**config.mk**
```make
export PLATFORM = sky130hd
export DESIGN_NAME = flash_scan_arbiter
export DESIGN_NICKNAME = d
export VERILOG_FILES = /design/src/flash_scan_arbiter_pkg.sv /design/src/flash_scan_arbiter.sv
export VERILOG_INCLUDE_DIRS = /design/src /design/src/src
export SDC_FILE = /design/constraint.sdc
export NUM_CORES = 1
export LEC_CHECK = 0
export ABC_AREA = 1
export BUFFER_PORTS_ARGS = -buffer_cell sky130_fd_sc_hd__buf_2
export CORE_MARGIN = 2
export CORE_UTILIZATION = 35
export CTS_BUF_LIST = sky130_fd_sc_hd__clkbuf_4 sky130_fd_sc_hd__clkbuf_8
export CTS_CLUSTER_DIAMETER = 60
export DETAILED_ROUTE_END_ITERATION = 10
export REMOVE_ABC_BUFFERS = 1
export SYNTH_ARGS = -nofsm -noshare
export SYNTH_HDL_FRONTEND = slang
export SYNTH_SLANG_ARGS = --single-unit
```
**constraint.sdc**
```tcl
create_clock -name mclk -period 2.1 [get_ports mclk]
set_input_delay 0.21 -clock mclk [delete_from_list [all_inputs] [get_ports mclk]]
set_output_delay 0.21 -clock mclk [all_outputs]
set_load 0.02 [all_outputs]
```
**src/flash_scan_arbiter_defs.svh**
```systemverilog
// constants for the program-flash scan arbiter: register offsets, fields, reset values
// assumes inclusion by bare name from the package and the design module
`ifndef FLASH_SCAN_ARBITER_DEFS_SVH
`define FLASH_SCAN_ARBITER_DEFS_SVH

`define ADDR_W 4
`define ADDR_MODULE_DISABLE_0 4'h0
`define ADDR_SCAN_CONTROL 4'h1
`define ADDR_END_UPPER 4'h2
`define ADDR_END_HIGH 4'h3
`define ADDR_END_LOW 4'h4
`define ADDR_START_UPPER 4'h5
`define ADDR_START_HIGH 4'h6
`define ADDR_START_LOW 4'h7
`define ADDR_TRIGGER_SELECT 4'h8
`define ADDR_PERIPH_FLAGS_7 4'h9
`define ADDR_PERIPH_ENABLES_7 4'hA
`define ADDR_PERIPH_PRIORITIES_7 4'hB
`define ADDR_CURRENT_UPPER 4'hC
`define ADDR_CURRENT_HIGH 4'hD
`define ADDR_CURRENT_LOW 4'hE

// scanner_control fields
`define CTL_SCANNER_ON 7
`define CTL_SCAN_RUN 6
`define CTL_BUSY 5
`define CTL_INVALID 4
`define CTL_INTERRUPT_YIELD 3
`define CTL_MODE_HI 1
`define CTL_MODE_LO 0
`define CTL_WRITE_MASK 8'hCB

// module_disable_0 fields
`define PMD_CHECKSUM_UNIT_OFF 4
`define PMD_SCANNER_OFF 3

// peripheral_flags_7 fields
`define PIR_SCAN_DONE_FLAG 7
`define PIR_WRITE_MASK 8'hE1

`define MODE_CONCURRENT 2'h0
`define MODE_BURST 2'h1
`define MODE_PEEK 2'h2
`define MODE_TRIGGERED 2'h3

`define FLASH_ADDR_W 22
`define RESET_BYTE 8'h00
`define TRIGGER_SOURCES 16

`endif

```
**src/flash_scan_arbiter_pkg.sv**
```systemverilog
// types shared by the program-flash scan arbiter and its bench
// assumes the defs header is on the include path
`include "flash_scan_arbiter_defs.svh"

package flash_scan_arbiter_pkg;

  typedef logic [`FLASH_ADDR_W-1:0] flash_addr_t;

  typedef enum logic [1:0] {
    SCAN_CONCURRENT,
    SCAN_BURST,
    SCAN_PEEK,
    SCAN_TRIGGERED
  } scan_mode_e;

  // status of the core as seen by the arbiter, one instruction cycle at a time
  typedef struct packed {
    logic cycleStart;
    logic flashIdle;
    logic setsScanRun;
    logic intActive;
  } core_status_s;

  // debugger events
  typedef struct packed {
    logic extHalt;
    logic pcBreak;
    logic dataBreak;
    logic singleStep;
    logic swBreak;
    logic resume;
  } debug_event_s;

  // flash access handed out by the arbiter
  typedef struct packed {
    logic scanAccess;
    logic coreStall;
    flash_addr_t addr;
  } flash_grant_s;

endpackage

```
**src/flash_scan_arbiter.sv**
```systemverilog
// program-flash scan arbiter: takes flash cycles from the core to feed the checksum engine
// assumes one instruction clock, core and debugger status synchronous to mclk
`include "flash_scan_arbiter_defs.svh"

// Summary of operation
// RULE1 - burst mode starts at once and suspends the core until the scan ends
// RULE2 - concurrent mode stalls the core only during each scanner flash access
// RULE3 - burst with yield set: interrupt forces scan_run low, burst resumes afterwards
// RULE4 - burst with yield clear: burst continues, interrupt response waits for scan end
// RULE5 - concurrent or triggered with yield set: scanner suspended during interrupt
// RULE6 - concurrent or triggered with yield clear: scanner keeps accessing during interrupt
// RULE7 - peek mode ignores the yield bit
// RULE8 - windowed watchdog keeps running whatever the scanner does
// RULE9 - debug halt freezes scanner; control and start address stay readable
// RULE10 - burst: halt on the setting instruction delays burst; else access finishes first
// RULE11 - external halt during burst suspends it; resumes where stopped at debug exit
// RULE12 - halt just before a scan cycle defers both scan and instruction past debug
// RULE13 - pc breakpoint: pending scan access done before debug entry
// RULE14 - data breakpoint: scan requested in that cycle waits until debug exit
// RULE15 - single step: ready scan access reads flash before debugger re-entry
// RULE16 - scan that would stall a software breakpoint is done first, then debug
// RULE17 - peek lost to debug entry happens after exit when instruction executes
// RULE18 - burst: breakpoint on setting instruction enters debug first, burst runs at exit
// RULE19 - burst: software breakpoint on setting instruction; burst completes at exit
// RULE20 - disable bits switch off checksum and scanner; scanner bit needs fuse
// RULE21 - triggered mode waits for rising edge of selected trigger source
// RULE22 - peek mode uses only cycles where the core leaves flash idle
// RULE23 - end or unimplemented address clears scan_run and sets scan_done_flag
// RULE24 - clearing checksum enable or run aborts scan and sets invalid
// RULE25 - current address steps by one per word from the start address
module flash_scan_arbiter (
  input wire logic mclk,
  input wire logic reset_n,
  input wire logic [`ADDR_W-1:0] regAddr,
  input wire logic [7:0] regWdata,
  input wire logic regWrite,
  input wire logic regRead,
  output logic [7:0] regRdata,
  input wire flash_scan_arbiter_pkg::core_status_s coreStatus,
  input wire flash_scan_arbiter_pkg::debug_event_s debugEvent,
  input wire logic [`TRIGGER_SOURCES-1:0] triggerIn,
  input wire logic scannerFuseAllow,
  input wire logic checksumEnable,
  input wire logic checksumRun,
  input wire logic checksumReady,
  input wire logic unimplementedAddr,
  output flash_scan_arbiter_pkg::flash_grant_s flashGrant,
  output logic intHold,
  output logic scanRunOut,
  output logic scanDoneFlag
);
  import flash_scan_arbiter_pkg::*;

  typedef enum logic [1:0] {
    ST_IDLE,
    ST_ARM,
    ST_RUN,
    ST_DEBUG
  } scan_state_e;

  scan_state_e state_q;
  logic [7:0] moduleDisable_q;
  logic scannerOn_q;
  logic scanRun_q;
  logic invalid_q;
  logic interruptYield_q;
  logic [1:0] mode_q;
  flash_addr_t endAddr_q;
  flash_addr_t startAddr_q;
  flash_addr_t curAddr_q;
  logic [3:0] triggerSelect_q;
  logic trigPrev_q;
  logic triggered_q;
  logic scanDone_q;
  logic [7:0] flagsOther_q;
  logic [7:0] enables_q;
  logic [7:0] priorities_q;
  logic pendingScan_q;
  logic debugLate_q;

  logic scannerOff;
  logic active;
  logic trigNow;
  logic trigRise;
  logic isBurst;
  logic isPeek;
  logic yieldNow;
  logic debugEnter;
  logic deferScan;
  logic slotOk;
  logic take;
  logic lastWord;
  logic abort;
  logic ctlWrite;
  logic runSet;
  logic runClear;

  // fuse clear means the scanner cannot be switched off: its disable bit then has no meaning
  assign scannerOff = scannerFuseAllow & moduleDisable_q[`PMD_SCANNER_OFF]; // RULE20
  assign active = scannerOn_q & ~scannerOff & ~moduleDisable_q[`PMD_CHECKSUM_UNIT_OFF]; // RULE20
  assign isBurst = (mode_q == `MODE_BURST);
  assign isPeek = (mode_q == `MODE_PEEK);
  assign trigNow = triggerIn[triggerSelect_q];
  assign trigRise = trigNow & ~trigPrev_q; // RULE21
  // yield only matters outside peek mode
  assign yieldNow = interruptYield_q & ~isPeek & coreStatus.intActive; // RULE3 RULE5 RULE7
  assign debugEnter = debugEvent.extHalt | debugEvent.pcBreak | debugEvent.dataBreak |
    debugEvent.singleStep | debugEvent.swBreak;
  // external halt and data breakpoint push the scan past debug exit; pc, step and sw breakpoints let it finish first
  assign deferScan = debugEvent.extHalt | debugEvent.dataBreak; // RULE12 RULE14
  assign ctlWrite = regWrite & (regAddr == `ADDR_SCAN_CONTROL);
  assign runSet = ctlWrite & regWdata[`CTL_SCAN_RUN] & ~scanRun_q;
  assign runClear = ctlWrite & ~regWdata[`CTL_SCAN_RUN];
  assign abort = scanRun_q & ~(checksumEnable & checksumRun); // RULE24
  assign lastWord = (curAddr_q == endAddr_q) | unimplementedAddr; // RULE23

  always_comb begin
    slotOk = 1'b0;
    if (isPeek) begin
      slotOk = coreStatus.flashIdle; // RULE22
    end else if (isBurst) begin
      slotOk = 1'b1; // RULE1
    end else begin
      slotOk = coreStatus.cycleStart | pendingScan_q; // RULE2
    end
  end

  // a scan access happens only while running, unfrozen, checksum ready and not yielding
  // pc/step/sw breakpoints let the pending access through before debug entry
  assign take = (state_q == ST_RUN) & scanRun_q & active & checksumReady & slotOk &
    ~yieldNow & ~deferScan & ~abort; // RULE4 RULE6 RULE13 RULE15 RULE16

  always_ff @(posedge mclk) begin
    if (!reset_n) begin
      state_q <= ST_IDLE;
      triggered_q <= 1'b0;
      debugLate_q <= 1'b0;
    end else begin
      case (state_q)
        ST_IDLE: begin
          triggered_q <= 1'b0;
          if (scanRun_q && active) begin
            // halt or breakpoint on the setting instruction: burst waits for exit
            if (debugEnter) begin
              state_q <= ST_DEBUG; // RULE10 RULE18 RULE19
            end else if (mode_q == `MODE_TRIGGERED) begin
              state_q <= ST_ARM;
            end else begin
              state_q <= ST_RUN;
            end
          end
        end
        ST_ARM: begin
          if (!scanRun_q || !active) begin
            state_q <= ST_IDLE;
          end else if (debugEnter) begin
            state_q <= ST_DEBUG; // RULE9
          end else if (trigRise) begin
            triggered_q <= 1'b1;
            state_q <= ST_RUN; // RULE21
          end
        end
        ST_RUN: begin
          if (!scanRun_q || !active) begin
            state_q <= ST_IDLE;
          end else if (debugEnter) begin
            // the access granted this cycle completes, then the scanner freezes
            state_q <= ST_DEBUG; // RULE10 RULE11
            debugLate_q <= isPeek & coreStatus.flashIdle & ~take; // RULE17
          end
        end
        ST_DEBUG: begin
          if (debugEvent.resume) begin
            debugLate_q <= 1'b0;
            if (mode_q == `MODE_TRIGGERED && !triggered_q) begin
              state_q <= ST_ARM;
            end else begin
              state_q <= ST_RUN; // RULE11
            end
          end
        end
        default: state_q <= ST_IDLE;
      endcase
    end
  end

  // concurrent scan request that was held off by a halt or yield is taken as soon as allowed
  always_ff @(posedge mclk) begin
    if (!reset_n) begin
      pendingScan_q <= 1'b0;
    end else if (take || !scanRun_q) begin
      pendingScan_q <= 1'b0;
    end else if (!isPeek && !isBurst && coreStatus.cycleStart && state_q == ST_RUN) begin
      pendingScan_q <= 1'b1; // RULE12 RULE14
    end else if (isPeek && debugLate_q && state_q == ST_DEBUG) begin
      pendingScan_q <= 1'b1; // RULE17
    end
  end

  always_ff @(posedge mclk) begin
    if (!reset_n) begin
      trigPrev_q <= 1'b0;
    end else begin
      trigPrev_q <= trigNow;
    end
  end

  always_ff @(posedge mclk) begin
    if (!reset_n) begin
      curAddr_q <= '0;
    end else if (runSet) begin
      curAddr_q <= startAddr_q;
    end else if (take && !lastWord) begin
      curAddr_q <= curAddr_q + `FLASH_ADDR_W'(1); // RULE25
    end
  end

  // scan_run: software sets, hardware clears on end or abort; core writes ignored while bursting
  always_ff @(posedge mclk) begin
    if (!reset_n) begin
      scanRun_q <= 1'b0;
      invalid_q <= 1'b0;
    end else begin
      if (abort) begin
        scanRun_q <= 1'b0;
        invalid_q <= 1'b1; // RULE24
      end else if (take && lastWord) begin
        scanRun_q <= 1'b0; // RULE23
      end else if (runSet && checksumEnable && checksumRun) begin
        scanRun_q <= 1'b1;
        invalid_q <= 1'b0;
      end else if (runClear && !(isBurst && state_q == ST_RUN)) begin
        scanRun_q <= 1'b0;
      end
    end
  end

  // done flag: hardware set wins over a software clear in the same cycle
  always_ff @(posedge mclk) begin
    if (!reset_n) begin
      scanDone_q <= 1'b0;
    end else if (take && lastWord) begin
      scanDone_q <= 1'b1; // RULE23
    end else if (regWrite && regAddr == `ADDR_PERIPH_FLAGS_7 &&
                 !regWdata[`PIR_SCAN_DONE_FLAG]) begin
      scanDone_q <= 1'b0;
    end
  end

  always_ff @(posedge mclk) begin
    if (!reset_n) begin
      moduleDisable_q <= `RESET_BYTE;
      scannerOn_q <= 1'b0;
      interruptYield_q <= 1'b0;
      mode_q <= `MODE_CONCURRENT;
      endAddr_q <= '0;
      startAddr_q <= '0;
      triggerSelect_q <= 4'h0;
      flagsOther_q <= `RESET_BYTE;
      enables_q <= `RESET_BYTE;
      priorities_q <= `RESET_BYTE;
    end else if (regWrite) begin
      if (regAddr == `ADDR_MODULE_DISABLE_0) begin
        moduleDisable_q <= regWdata;
      end else if (regAddr == `ADDR_SCAN_CONTROL) begin
        scannerOn_q <= regWdata[`CTL_SCANNER_ON];
        interruptYield_q <= regWdata[`CTL_INTERRUPT_YIELD];
        mode_q <= regWdata[`CTL_MODE_HI:`CTL_MODE_LO];
      end else if (regAddr == `ADDR_END_UPPER) begin
        endAddr_q[21:16] <= regWdata[5:0];
      end else if (regAddr == `ADDR_END_HIGH) begin
        endAddr_q[15:8] <= regWdata;
      end else if (regAddr == `ADDR_END_LOW) begin
        endAddr_q[7:0] <= regWdata;
      end else if (regAddr == `ADDR_START_UPPER) begin
        startAddr_q[21:16] <= regWdata[5:0];
      end else if (regAddr == `ADDR_START_HIGH) begin
        startAddr_q[15:8] <= regWdata;
      end else if (regAddr == `ADDR_START_LOW) begin
        startAddr_q[7:0] <= regWdata;
      end else if (regAddr == `ADDR_TRIGGER_SELECT) begin
        triggerSelect_q <= regWdata[3:0];
      end else if (regAddr == `ADDR_PERIPH_FLAGS_7) begin
        flagsOther_q <= regWdata & `PIR_WRITE_MASK & 8'h7F;
      end else if (regAddr == `ADDR_PERIPH_ENABLES_7) begin
        enables_q <= regWdata & `PIR_WRITE_MASK;
      end else if (regAddr == `ADDR_PERIPH_PRIORITIES_7) begin
        priorities_q <= regWdata & `PIR_WRITE_MASK;
      end
    end
  end

  // registers stay readable during debug freeze; unmapped reads give zero
  always_ff @(posedge mclk) begin
    if (!reset_n) begin
      regRdata <= `RESET_BYTE;
    end else if (regRead) begin
      if (regAddr == `ADDR_MODULE_DISABLE_0) begin
        regRdata <= moduleDisable_q;
      end else if (regAddr == `ADDR_SCAN_CONTROL) begin
        regRdata <= {scannerOn_q, scanRun_q & ~yieldNow, state_q != ST_IDLE, invalid_q,
          interruptYield_q, 1'b0, mode_q}; // RULE9 RULE3 RULE5
      end else if (regAddr == `ADDR_END_UPPER) begin
        regRdata <= {2'h0, endAddr_q[21:16]};
      end else if (regAddr == `ADDR_END_HIGH) begin
        regRdata <= endAddr_q[15:8];
      end else if (regAddr == `ADDR_END_LOW) begin
        regRdata <= endAddr_q[7:0];
      end else if (regAddr == `ADDR_START_UPPER) begin
        regRdata <= {2'h0, startAddr_q[21:16]};
      end else if (regAddr == `ADDR_START_HIGH) begin
        regRdata <= startAddr_q[15:8];
      end else if (regAddr == `ADDR_START_LOW) begin
        regRdata <= startAddr_q[7:0];
      end else if (regAddr == `ADDR_TRIGGER_SELECT) begin
        regRdata <= {4'h0, triggerSelect_q};
      end else if (regAddr == `ADDR_PERIPH_FLAGS_7) begin
        regRdata <= {scanDone_q, flagsOther_q[6:0]};
      end else if (regAddr == `ADDR_PERIPH_ENABLES_7) begin
        regRdata <= enables_q;
      end else if (regAddr == `ADDR_PERIPH_PRIORITIES_7) begin
        regRdata <= priorities_q;
      end else if (regAddr == `ADDR_CURRENT_UPPER) begin
        regRdata <= {2'h0, curAddr_q[21:16]};
      end else if (regAddr == `ADDR_CURRENT_HIGH) begin
        regRdata <= curAddr_q[15:8];
      end else if (regAddr == `ADDR_CURRENT_LOW) begin
        regRdata <= curAddr_q[7:0];
      end else begin
        regRdata <= `RESET_BYTE;
      end
    end else begin
      regRdata <= `RESET_BYTE;
    end
  end

  // outputs registered; no watchdog gating exists here on purpose, so long bursts can trip it
  always_ff @(posedge mclk) begin
    if (!reset_n) begin
      flashGrant <= '0;
      intHold <= 1'b0;
      scanRunOut <= 1'b0;
      scanDoneFlag <= 1'b0;
    end else begin
      flashGrant.scanAccess <= take;
      flashGrant.addr <= curAddr_q;
      // burst holds the core for the whole scan unless an interrupt yields; peek never stalls
      flashGrant.coreStall <= (isBurst & scanRun_q & (state_q == ST_RUN) & ~yieldNow) |
        (take & ~isPeek); // RULE1 RULE2 RULE3 RULE8
      intHold <= isBurst & scanRun_q & ~interruptYield_q & (state_q != ST_IDLE); // RULE4
      scanRunOut <= scanRun_q & ~yieldNow;
      scanDoneFlag <= scanDone_q;
    end
  end

endmodule // flash_scan_arbiter

```
Word-level counts from Yosys, hierarchy flattened
Index checks and enable logic that the tools add are counted.
{ "totals": {"word_cells": 226, "output_inout_bits": 35, "ff_bits": 137} }
{ "classes": {"order_cmp": 1, "n_bitwise": 60, "n_addsub": 1, "reduce_logical": 54, "n_eq_ne": 31, "n_mux": 49} }
{ "op_table": {"columns": ["cell", "n"], "rows": [
  ["$mux W8", 15],
  ["$mux W22", 2],
  ["$and A1 B1 Y1", 28],
  ["$eq A4 B4 Y1 const B", 7],
  ["$not A1 Y1", 24],
  ["$add A22 B1 Y22 const B", 1],
  ["$eq A22 B22 Y1", 1],
  ["$mux W2", 10],
  ["$mux W1", 18],
  ["$eq A4 B3 Y1 const B", 4],
  ["$ne A2 B2 Y1 const B", 8],
  ["$reduce_and A4 Y1", 4],
  ["$reduce_bool A2 Y1", 8],
  ["$logic_and A1 B1 Y1", 15],
  ["$reduce_and A13 Y1", 1],
  ["$reduce_and A12 Y1", 1],
  ["$reduce_and A11 Y1", 1],
  ["$reduce_and A10 Y1", 1],
  ["$reduce_and A9 Y1", 1],
  ["$eq A2 B2 Y1 const B", 4],
  ["$eq A4 B2 Y1 const B", 2],
  ["$logic_not A1 Y1", 8],
  ["$or A1 B1 Y1", 8],
  ["$pmux W2 S4", 1],
  ["other kinds (18)", 23]
]} }

Longest topological paths before layout
Gate-level depths: netlist (run 1).
{ "logic_depth": {"word_depth": 16, "ltp_mapped": 14, "mapped_depth_nobuf": 14} }

Least setup slack after synthesis (run 1)
OpenSTA, ideal clock, no wires.
{ "synth_timing": {"kind": "reg-to-reg", "start": "register curAddr_q[0]", "end": "register curAddr_q[16]", "setup_time_ps": 70, "path_slack_ps": 402, "required_ps": 2030, "arrival_ps": 1628, "stages_incl_launch_ff": 11, "path_cell_list": "dfxtp_1 -> ha_1 -> nand3_1 -> inv_1 -> nand2_1 -> nor2_1 -> nand3_1 -> xor2_1 -> o21ai_0 -> nand2_1 -> a21oi_1"} }
{ "synth_between": {"elab_chain_len": 5, "word_cells_on_any_way": 8} }
{ "synth_rtl": {"columns": ["item", "line_no", "source"], "rows": [
  ["from (decl)", "flash_scan_arbiter.sv:70", "flash_addr_t curAddr_q;"],
  ["from (signal assigned)", "flash_scan_arbiter.sv:212", "curAddr_q <= startAddr_q;"],
  ["from (signal assigned)", "flash_scan_arbiter.sv:214", "curAddr_q <= curAddr_q + `FLASH_ADDR_W'(1);"],
  ["branches (longest 5 deep; another with $add A22 B1 Y22)", null, null]
]} }
Parallel ways; which one is timed is not known. The select of a mux whose other input is x is not followed.
A chain may end at the register's enable or synchronous reset.

Worst setup path in the final report (run 1)
{ "layout_timing": {"start": "register curAddr_q[2]", "end": "register curAddr_q[19]"} }
The elaborated chain is that of the path after synthesis.

==> summary.md, run 1 <==
| Metric | Value |
|---|---|
| WL per Instance | ~16 µm |
| Slowest CP cell | dfxtp_1 |
| DRT antenna net count | 0 |
| TNS Setup | 0 ns |
| Worst-path clk slew | around 0.08 ns |
| Post-synth cell types | 42 |
| Ys flop type | dfxtp_1 |
| Synth Area in Simple Gates | 0.287 |
| CTS Hold Bufs | 0 |
| DP HPWL | between 15 and 20 mm |
| Period utilization | 0.925 |
| Adder and majority gate portion of the synthesized area | 0.00706 |
| Met3 GRT Util | 0.0497 |
| Syn_area_per_cell | 6.83 µm² |
| Worst Path Class, Setup | reg -> reg |
| Overall routing resource usage | 0.217 |
| Total Die Area | 21,400 µm² |
| XOR/XNOR share of the synthesized area | 0.0371 |
| Largest family of logic cells by synthesized area | simple AND/OR/NAND/NOR gates |
| Max H-tree Level | 4 |
| Clk_skew | about 0.0076 ns |
| PortBufs | 80 |
| Commonest non-fill, non-tap cell in the layout | nand2_1 |
| Routability congestion estimate | around 0.98 |
| Min Tclk post-route | around 1.9 ns |
| Mux contribution to synthesized area | 0 |
| CP bufs+invs | 1 |
| Pwr/cell area | 676 nW/µm² |
| TritonCTS Buffers | 17 |
| Via count | between 7,000 and 8,000 |
| Initial antenna violation count | 0 |
| Share of cells above drive strength 1 | 0.177 |
| CTS Sinks | 137 |
| Critical Path RT | 2.49 ns |
| Final Util | 0.419 |
| DRC violations left | 0 |
| Final max-slew violation count | 0 |
| CTS tree | built |
| GRT met2 Usage | 0.344 |
| Slew headroom | 0.622 |
| Initial DRT Pass Iterations | 5 |
| Row count | 52 |
| Final Setup Violations | 0 |
| Longest Clk Path Bufs | 2 |
| Synthesized flop and latch total | 137 |
| Crit path top cell by count | nand3_1 |
| First-pass GRT wire length | 36.3 mm |
| Final hold vios | 0 |
| Core area | 20,000 µm² |
| Vias in the first global route | 6,635 |
| Unrepaired setup endpoints after global routing | false |
| Max incr delay on CP | just over 0.5 ns |
| Cells after Synth | ~1,000 |
| Post-synth EDFFs | 0 |
| Mapped Area | 7090 µm² |
| Worst Hold Class | in -> reg |
| Worst path arrival time | 2.33 ns |
| Critical-path maximum fanout | 7 |
| Yosys warns | 0 |
| Area delta synth->final | 18.5% |
| Drt via density | 5.10 |
| Synth Area in Compound Gates | 0.169 |
| Sequential share of the synthesized area | 0.387 |
| Status | complete, no violations |
| Peak VDD IR | 0.000536 V |
| Total of max-cap violations | 0 |
| Fraction of registers with async set/reset | 0 |
| Leak Pwr | 3.44 nW |
| Top-level port count | 82 |
| Clock Latency Late Sink | 0.46 ns |
| Met1 Track Usage GR | 0.296 |
| Fmax | 515 MHz |
| GRT Max-Usage Layer | met2 |
| Nets | between 1,000 and 1,500 |
| # diodes | 0 |
| Initial Util | 0.354 |
| Initial DRC Count | 603 |
| Setup crit end kind | flip-flop |
| Fin Hold WS | 0.0314 ns |
| CP cell instances | xnor2_1 > nand4_1 > nor2_1 > nand3_1 > nand3_4 > buf_4 > nand3_1 > a21oi_1 |
| Delay-heaviest family, CP | simple AND/OR/NAND/NOR gates |
| Root buffer cell | clkbuf_8 |
| Die H | 146 µm |
| GR Overflow Total | 0 |
| DRT Wirelength | 23.2 mm |
| Die Wd | 146 µm |
| Pin count of the biggest net entering global routing | 51 |
| CP Launch Type | flip-flop |
| Tightest Pin Transition | 0.565 ns |
| Leading cell types in the layout, fill and taps excluded | nand2_1 (251), dfxtp_1 (130), inv_1 (128), a21oi_1 (107), buf_2 (80) |
## stage by stage
stage | instance area (µm²) | cells | setup WS [ns] | power, W
2_1_floorplan | 6790 | 986 | 0.238 | 0.00308
3_3_place_gp | 7890 | 1378 | 0.0783 | 0.00333
3_5_place_dp | 7890 | 1378 | 0.0410 | 0.00334
4_1_cts | 8320 | 1410 | 0.0148 | 0.00570
5_1_grt | 8400 | 1414 | 0.00563 | 0.00591
6_report | 8400 | 1414 | 0.158 | 0.00568
## worst min-delay path, delay by kind of cell
| family | cells | cell delay, ns |
|---|---|---|
| buffers and inverters | 1 | 0.11 |
| AOI/OAI and AO/OA | 1 | 0.06 |
| and+or+nand+nor | 1 | 0.07 |
## report_power, final
group | internal, W | switching, W | leakage, nW
registers | 0.00265 | 0.0000376 | 1.11
clock network | 0.00132 | 0.00107 | 0.215
logic | 0.000187 | 0.000416 | 2.12
total | 0.00415 | 0.00153 | 3.44
## worst paths after layout
check / start / end / slack [ns] / cells past startpoint
max: curAddr_q[2] / curAddr_q[19] / 0.16 / 8
min: coreStatus[3] / pendingScan_q / 0.03 / 3
max reg2reg: curAddr_q[2] / curAddr_q[19] / 0.16 / 8
min reg2reg: priorities_q[5] / priorities_q[5] / 0.46 / 2
## synth_stat cells, types with 6 or more instances
master    instances  share of area
nand2_2           6         0.0053
nand3_1          79          0.056
o21ai_1          10         0.0071
o21ai_0          75          0.053
nor2_2            6         0.0053
xor2_1           14          0.017
nor3_1           15          0.011
dfxtp_1         137           0.39
nand2_1         251           0.13
a21oi_1         107          0.076
xnor2_1          16          0.020
inv_1           128          0.068
nor2_1           67          0.035
nand4_1          19          0.017
o22ai_1           7         0.0062
a221oi_1          9          0.011
buf_6             8          0.013
buf_2            13         0.0092
clkbuf_1         22          0.012
## area by class of cell
type	count	area, µm²
timing repair buffer	125	793
multi-input combinational	714	3570
clock buffer	22	297
clock inverter	10	140
tap	270	338
fill	2195	11600
sequential	137	2750
inverter	136	512
## cell families (layout without fill, tap and decap cells)
group	Yosys count	after routing
buffers and inverters	188	293
and+or+nand+nor	458	459
DFF	137	137
adders and majority gates	4	4
xor gates and xnor gates	30	30
AOI/OAI and AO/OA	221	221
## routing by layer
layer / vias up / routed length (µm)
li1: 3568 / -
met1: 3345 / 10800
met2: 250 / 10300
met3: 48 / 1580
met4: 0 / 561
met5: - / 0
## repair_timing
item | CTS | global route
buffers inserted | 0 | 2
endpoints found under the hold margin | 0 | 0
resized for setup | 0 | 13
endpoints found under the setup margin | 0 | 22
## registers in the layout (all words and copies together), names as in the netlist, 2 cells and up
name             count
endAddr_q           22
startAddr_q         22
flashGrant          24
enables_q            4
triggerSelect_q      4
regRdata             8
curAddr_q           22
mode_q               2
state_q              2
moduleDisable_q      8
priorities_q         4
flagsOther_q         3
No activity file was read; power rests on OpenSTA's default activity.
==> run 2: changes to the inputs <==
--- a/config.mk
+++ b/config.mk
@@ -9,11 +9,12 @@
 export ABC_AREA = 1
 export BUFFER_PORTS_ARGS = -buffer_cell sky130_fd_sc_hd__buf_2
 export CORE_MARGIN = 2
-export CORE_UTILIZATION = 35
+export CORE_UTILIZATION = 40
 export CTS_BUF_LIST = sky130_fd_sc_hd__clkbuf_4 sky130_fd_sc_hd__clkbuf_8
 export CTS_CLUSTER_DIAMETER = 60
 export DETAILED_ROUTE_END_ITERATION = 10
 export REMOVE_ABC_BUFFERS = 1
+export SKIP_CTS_REPAIR_TIMING = 1
 export SYNTH_ARGS = -nofsm -noshare
 export SYNTH_HDL_FRONTEND = slang
 export SYNTH_SLANG_ARGS = --single-unit
==> run 2 against run 1 <==
  * Total power down 0.54%
  * Via count shrank 1.0%
  * Clock power down 2%
  * Critical endpoint is now curAddr_q[20]
  * Die area down 12%
  * Count of clock-buffer cells in the layout fell by 2
  * Sequential power about the same
  * Non-clock buffer count unchanged
  * Clock skew increased by 0.0023 ns
  * Highest routed layer unchanged
==> summary.md, run 2 (synthesis results as in run 1) <==
| Metric | Value |
|---|---|
| Status | complete, no violations |
| TritonCTS Buffers | 17 |
| Top-level port count | between 80 and 90 |
| Root buffer cell | clkbuf_8 |
| R2R Path Start | curAddr_q[8] |
| Hold endpoint | pendingScan_q |
| Slowest CP cell | dfxtp_1 |
| Clock Latency Late Sink | roughly 0.46 ns |
| Worst-path clk slew | 0.08 ns |
| Nets | 1,182 |
| Via count | 7,137 |
| Overall routing resource usage | 0.250 |
| CP Launch Type | flip-flop |
| WL per Instance | 16.8 µm |
| PortBufs | 80 |
| CTS Sinks | 137 |
| R2R Setup Slk | 0.17 ns |
| CTS tree | built |
| Worst Path Class, Setup | reg -> reg |
| Max H-tree Level | 4 |
| # diodes | 0 |
| Final Setup Violations | 0 |
| DRT Wirelength | approximately 23 mm |
| Drt via density | 5.22 |
| Clock power share | 0.415 |
| Final Util | 0.480 |
| Tightest Pin Transition | 0.685 ns |
| Initial DRC Count | 720 |
| Die H | approximately 140 µm |
| Unrepaired setup endpoints after global routing | false |
| Max reg flops | 24 |
| Pwr/cell area | around 680 nW/µm² |
| Row count | 48 |
| Fmax | 517 MHz |
| Slew headroom | 0.543 |
| Max incr delay on CP | 0.58 ns |
| Total of max-cap violations | 0 |
| Initial antenna violation count | 0 |
| Worst Hold Class | in -> reg |
| Leak Pwr | 3.43 nW |
| Initial Util | 0.410 |
| Critical Path RT | 2.49 ns |
| Commonest non-fill, non-tap cell in the layout | nand2_1 |
| CP cell instances | inv_1 > nor3_1 > nand2_1 > nor3_1 > xor2_1 > nand2_1 > o21ai_0 > nand2_1 > a21oi_1 |
| First-pass GRT wire length | 35.1 mm |
| Top reg by flops | flashGrant |
| Worst path arrival time | approximately 2.3 ns |
| Die Wd | 137 µm |
| Filler Cell Count | 1,838 |
| Setup crit end kind | flip-flop |
| Vias in the first global route | 6,353 |
| Core area | 17,300 µm² |
| Critical-path maximum fanout | 5 |
| DRT antenna net count | 0 |
| Min Tclk post-route | 1.93 ns |
| Final hold vios | 0 |
| Period utilization | 0.921 |
| Crit path top cell by count | nand2_1 |
| Switch share | 0.273 |
| Area delta synth->final | 17.0% |
| GR Overflow Total | 0 |
| Routability congestion estimate | about 0.98 |
| Share of cells above drive strength 1 | 0.172 |
| Clk_skew | a little under 0.01 ns |
| Initial DRT Pass Iterations | 6 |
| DP HPWL | between 15 and 20 mm |
| RR Endpoint | curAddr_q[20] |
| Total Die Area | 18,800 µm² |
| TNS Setup | 0 ns |
| Psw | 0.00154 W |
| Hold wc startpoint | coreStatus[3] |
| Peak VDD IR | between 0.0005 and 0.0006 V |
| Sequential Power Share | 0.475 |
| R2R cell count | 9 |
| Longest Clk Path Bufs | 2 |
| Hold-critical path depth | 3 |
| Pin count of the biggest net entering global routing | 57 |
| Internal cell power | 0.00411 W |
| Combinational cell fraction of total power | 0.109 |
| DRC violations left | 0 |
| Leading cell types in the layout, fill and taps excluded | nand2_1 (251), dfxtp_1 (133), inv_1 (128), a21oi_1 (107), buf_2 (81) |
| Final max-slew violation count | 0 |
## run 2: changes by cell type in the layout (fill, tap and decap cells not counted), sizes merged
cell / previous run / this run
nand3: 85 / 84
clkinv: 6 / 7
nand2: 259 / 260
buf: 124 / 125
clkbuf: 23 / 20
## run 2: how the worst max path moves through the flow
| stage | endpoint | cells past startpoint | from | slack [ns] |
|---|---|---|---|---|
| floorplan | curAddr_q[15] | 12 | mode_q[0] | 0.24 |
| global placement | curAddr_q[15] | 12 | mode_q[0] | 0.16 |
| detailed placement | curAddr_q[15] | 12 | mode_q[0] | 0.09 |
| CTS | curAddr_q[15] | 12 | mode_q[0] | 0.06 |
| global route | curAddr_q[20] | 9 | curAddr_q[8] | 0.03 |
| finish | curAddr_q[20] | 9 | curAddr_q[8] | 0.17 |
## run 2: worst max-delay path: cells and delay by family (launching register included)
kind                      cells  cell delay [ns]
buffers and inverters         1             0.15
and+or+nand+nor               5             0.74
DFF                           1             0.58
AOI/OAI and AO/OA             2             0.22
xor gates and xnor gates      1             0.18
## run 2: routing by layer
metal  track usage  wire, µm
met5             0         0
met4        0.0951       643
met3        0.0470      1720
met2         0.397     10400
met1         0.336     10200
## run 2: final cells by class
class,count,area (µm²),area share
Multi-Input combinational cell,714,3560,0.430
Sequential cell,137,2750,0.331
Timing Repair Buffer,125,768,0.0926
Inverter,136,512,0.0617
Tap cell,225,282,0.0339
Clock buffer,20,275,0.0332
Clock inverter,11,145,0.0175
## run 2: power by group through the flow
stage | clock network, W | registers, W | logic (W)
finish | 0.00235 | 0.00268 | 0.000618
global route | 0.00250 | 0.00269 | 0.000682
CTS | 0.00238 | 0.00268 | 0.000605
detailed placement | 0 | 0.00274 | 0.000602
global placement | 0 | 0.00274 | 0.000601
floorplan | 0 | 0.00274 | 0.000337
## run 2: through the flow
step                hold WS [ns]  setup WS, ns  power [W]  instances  area [µm²]
finish                    0.0401         0.165    0.00565       1368        8290
global route              0.0335        0.0278    0.00587       1368        8290
CTS                       0.0117        0.0640    0.00567       1365        8240
detailed placement         0.439        0.0876    0.00335       1334        7820
global placement           0.440         0.156    0.00334       1334        7820
floorplan                  0.308         0.238    0.00308        986        6790
==> run 3: changes to the inputs <==
--- a/config.mk
+++ b/config.mk
@@ -8,12 +8,14 @@
 export LEC_CHECK = 0
 export ABC_AREA = 1
 export BUFFER_PORTS_ARGS = -buffer_cell sky130_fd_sc_hd__buf_2
+export CORE_ASPECT_RATIO = 1.1
 export CORE_MARGIN = 2
 export CORE_UTILIZATION = 40
 export CTS_BUF_LIST = sky130_fd_sc_hd__clkbuf_4 sky130_fd_sc_hd__clkbuf_8
 export CTS_CLUSTER_DIAMETER = 60
 export DETAILED_ROUTE_END_ITERATION = 10
 export REMOVE_ABC_BUFFERS = 1
+export SETUP_SLACK_MARGIN = 0.2
 export SKIP_CTS_REPAIR_TIMING = 1
 export SYNTH_ARGS = -nofsm -noshare
 export SYNTH_HDL_FRONTEND = slang
==> constraint.sdc (replaced) <==
create_clock -name mclk -period 2.35 [get_ports mclk]
set_input_delay 0.235 -clock mclk [delete_from_list [all_inputs] [get_ports mclk]]
set_output_delay 0.235 -clock mclk [all_outputs]
set_load 0.02 [all_outputs]
==> run 3 against run 2 <==
  * Wire length is 0.68% lower
  * Critical endpoint is now curAddr_q[0]
  * Cell count stayed put
  * Global-route usage is 0.24 points lower
  * Clock power is 17% lower
  * Critical path type unchanged
  * Combinational power is 15% lower
  * Clock skew hardly changed
  * Fmax is 5.8% lower
  * First-iteration DRC count is 11% lower
  * Worst setup slack better by 0.13 ns
  * Final area is 0.74% lower
  * Non-clock buffer count is 13 lower
==> summary.md, run 3 (synthesis results as in run 1) <==
| Metric | Value |
|---|---|
| Status | complete, no violations |
| CP Launch Type | flip-flop |
| Finished Layout Cells | ~1,400 |
| Top reg by flops | flashGrant |
| Die Wd | about 130 µm |
| RR Endpoint | curAddr_q[0] |
| Vias in the first global route | 6,359 |
| Overall routing resource usage | 0.247 |
| Initial DRC Count | 642 |
| Clk_skew | 0.0100 ns |
| Commonest non-fill, non-tap cell in the layout | nand2_1 |
| Area delta synth->final | 16.2% |
| Nets | around 1,200 |
| Worst path arrival time | 2.41 ns |
| Final Setup Violations | 0 |
| Total Die Area | 18,800 µm² |
| Final instance area | 8230 µm² |
| Die H | 144 µm |
| Number of placed instances, taps included | 1,331 |
| Peak VDD IR | 0.000378 V |
| Fmax | about 490 MHz |
| Worst Hold Class | in -> reg |
| Setup crit end kind | flip-flop |
| Period utilization | 0.874 |
| First-pass GRT wire length | 35.0 mm |
| Critical-path maximum fanout | 10 |
| TNS Setup | 0 ns |
| R2R Path Start | mode_q[0] |
| Slew headroom | 0.646 |
| DRT Wirelength | 22.8 mm |
| Final max-slew violation count | 0 |
| Total of max-cap violations | 0 |
| Unrepaired setup endpoints after global routing | false |
| Routability congestion estimate | between 0.9 and 1 |
| Root buffer cell | clkbuf_8 |
| Via count | roughly 7,000 |
| R2R cell count | 13 |
| Leak Pwr | 3.36 nW |
| Pwr/cell area | 592 nW/µm² |
| Longest Clk Path Bufs | 2 |
| Top-level port count | 82 |
| Worst-path clk slew | 0.08 ns |
| PortBufs | 80 |
| Core area | 17,500 µm² |
| Hold endpoint | pendingScan_q |
| Share of cells above drive strength 1 | 0.163 |
| Area after DPL | 7730 µm² |
| Min Tclk post-route | about 2 ns |
| Initial Util | 0.404 |
| Hold wc startpoint | coreStatus[3] |
| Hold-critical path depth | 3 |
| Final hold vios | 0 |
| Pin count of the biggest net entering global routing | 51 |
| DP HPWL | 16.4 mm |
| Initial antenna violation count | 0 |
| Initial DRT Pass Iterations | 5 |
| Drt via density | between 5 and 6 |
| WL per Instance | 16.7 µm |
| TritonCTS Buffers | 17 |
| PnR Total Power | 0.00488 W |
| CTS Sinks | 137 |
| DRC violations left | 0 |
| Final Util | 0.469 |
| Clock Latency Late Sink | about 0.48 ns |
| GR Overflow Total | 0 |
| Row count | 51 |
| Tightest Pin Transition | 0.530 ns |
| DRT antenna net count | 0 |
| Worst Path Class, Setup | reg -> reg |
| Leading cell types in the layout, fill and taps excluded | nand2_1 (251), dfxtp_1 (134), inv_1 (128), a21oi_1 (107), buf_2 (80) |
| Max reg flops | 24 |
| CTS tree | built |
| Max H-tree Level | 4 |
| # diodes | 0 |
| R2R Setup Slk | between 0.2 and 0.3 ns |
| Critical Path RT | 2.70 ns |
==> run 3: worst max path at each step <==
stage              start  slack [ns]       endpoint  cells past startpoint
2_1_floorplan  mode_q[0]        0.49  curAddr_q[15]                     12
4_1_cts        mode_q[0]        0.20  curAddr_q[15]                     12
5_1_grt        mode_q[0]        0.19  curAddr_q[21]                     13
3_5_place_dp   mode_q[0]        0.24  curAddr_q[15]                     12
6_report       mode_q[0]        0.30   curAddr_q[0]                     13
3_3_place_gp   mode_q[0]        0.28  curAddr_q[15]                     12
==> run 3: area by class of cell <==
class	instances	area, µm²
inverter	136	512
tap	238	298
multi-input combinational	713	3560
clock buffer	18	241
clock inverter	14	151
sequential	137	2750
timing repair buffer	112	726
fill	1832	9320
==> run 3: metrics by stage <==
step / setup slack [ns] / hold slack (ns)
floorplan: 0.488 / 0.333
global placement: 0.278 / 0.435
detailed placement: 0.238 / 0.439
CTS: 0.204 / 0.0339
global route: 0.193 / 0.0315
finish: 0.295 / 0.0402
==> run 3: where the power goes <==
| part | switching [W] | total, W | internal [W] |
|---|---|---|---|
| clock | 0.000999 | 0.00195 | 0.000955 |
| sequential | 0.0000345 | 0.00240 | 0.00236 |
| combinational | 0.000359 | 0.000523 | 0.000164 |
==> run 3: routing by layer <==
layer | wire, µm | vias to the layer above | GRT usage
met5 | 0 | - | 0
met1 | 9740 | 3167 | 0.320
met3 | 1360 | 63 | 0.0398
met2 | 10800 | 250 | 0.402
met4 | 893 | 0 | 0.116
li1 | - | 3530 | -
==> run 3: critical path, cell delays in order, from the launching register on <==
cell and delay, ns:
dfxtp_2 0.35, inv_1 0.08, ha_2 0.20, inv_1 0.08, nand3_2 0.09, inv_1 0.07, nor2_2 0.09, nand3_2 0.10
a21oi_4 0.22, nand3_4 0.17, buf_12 0.18, clkbuf_16 0.17, nand3_1 0.07, a21oi_1 0.06
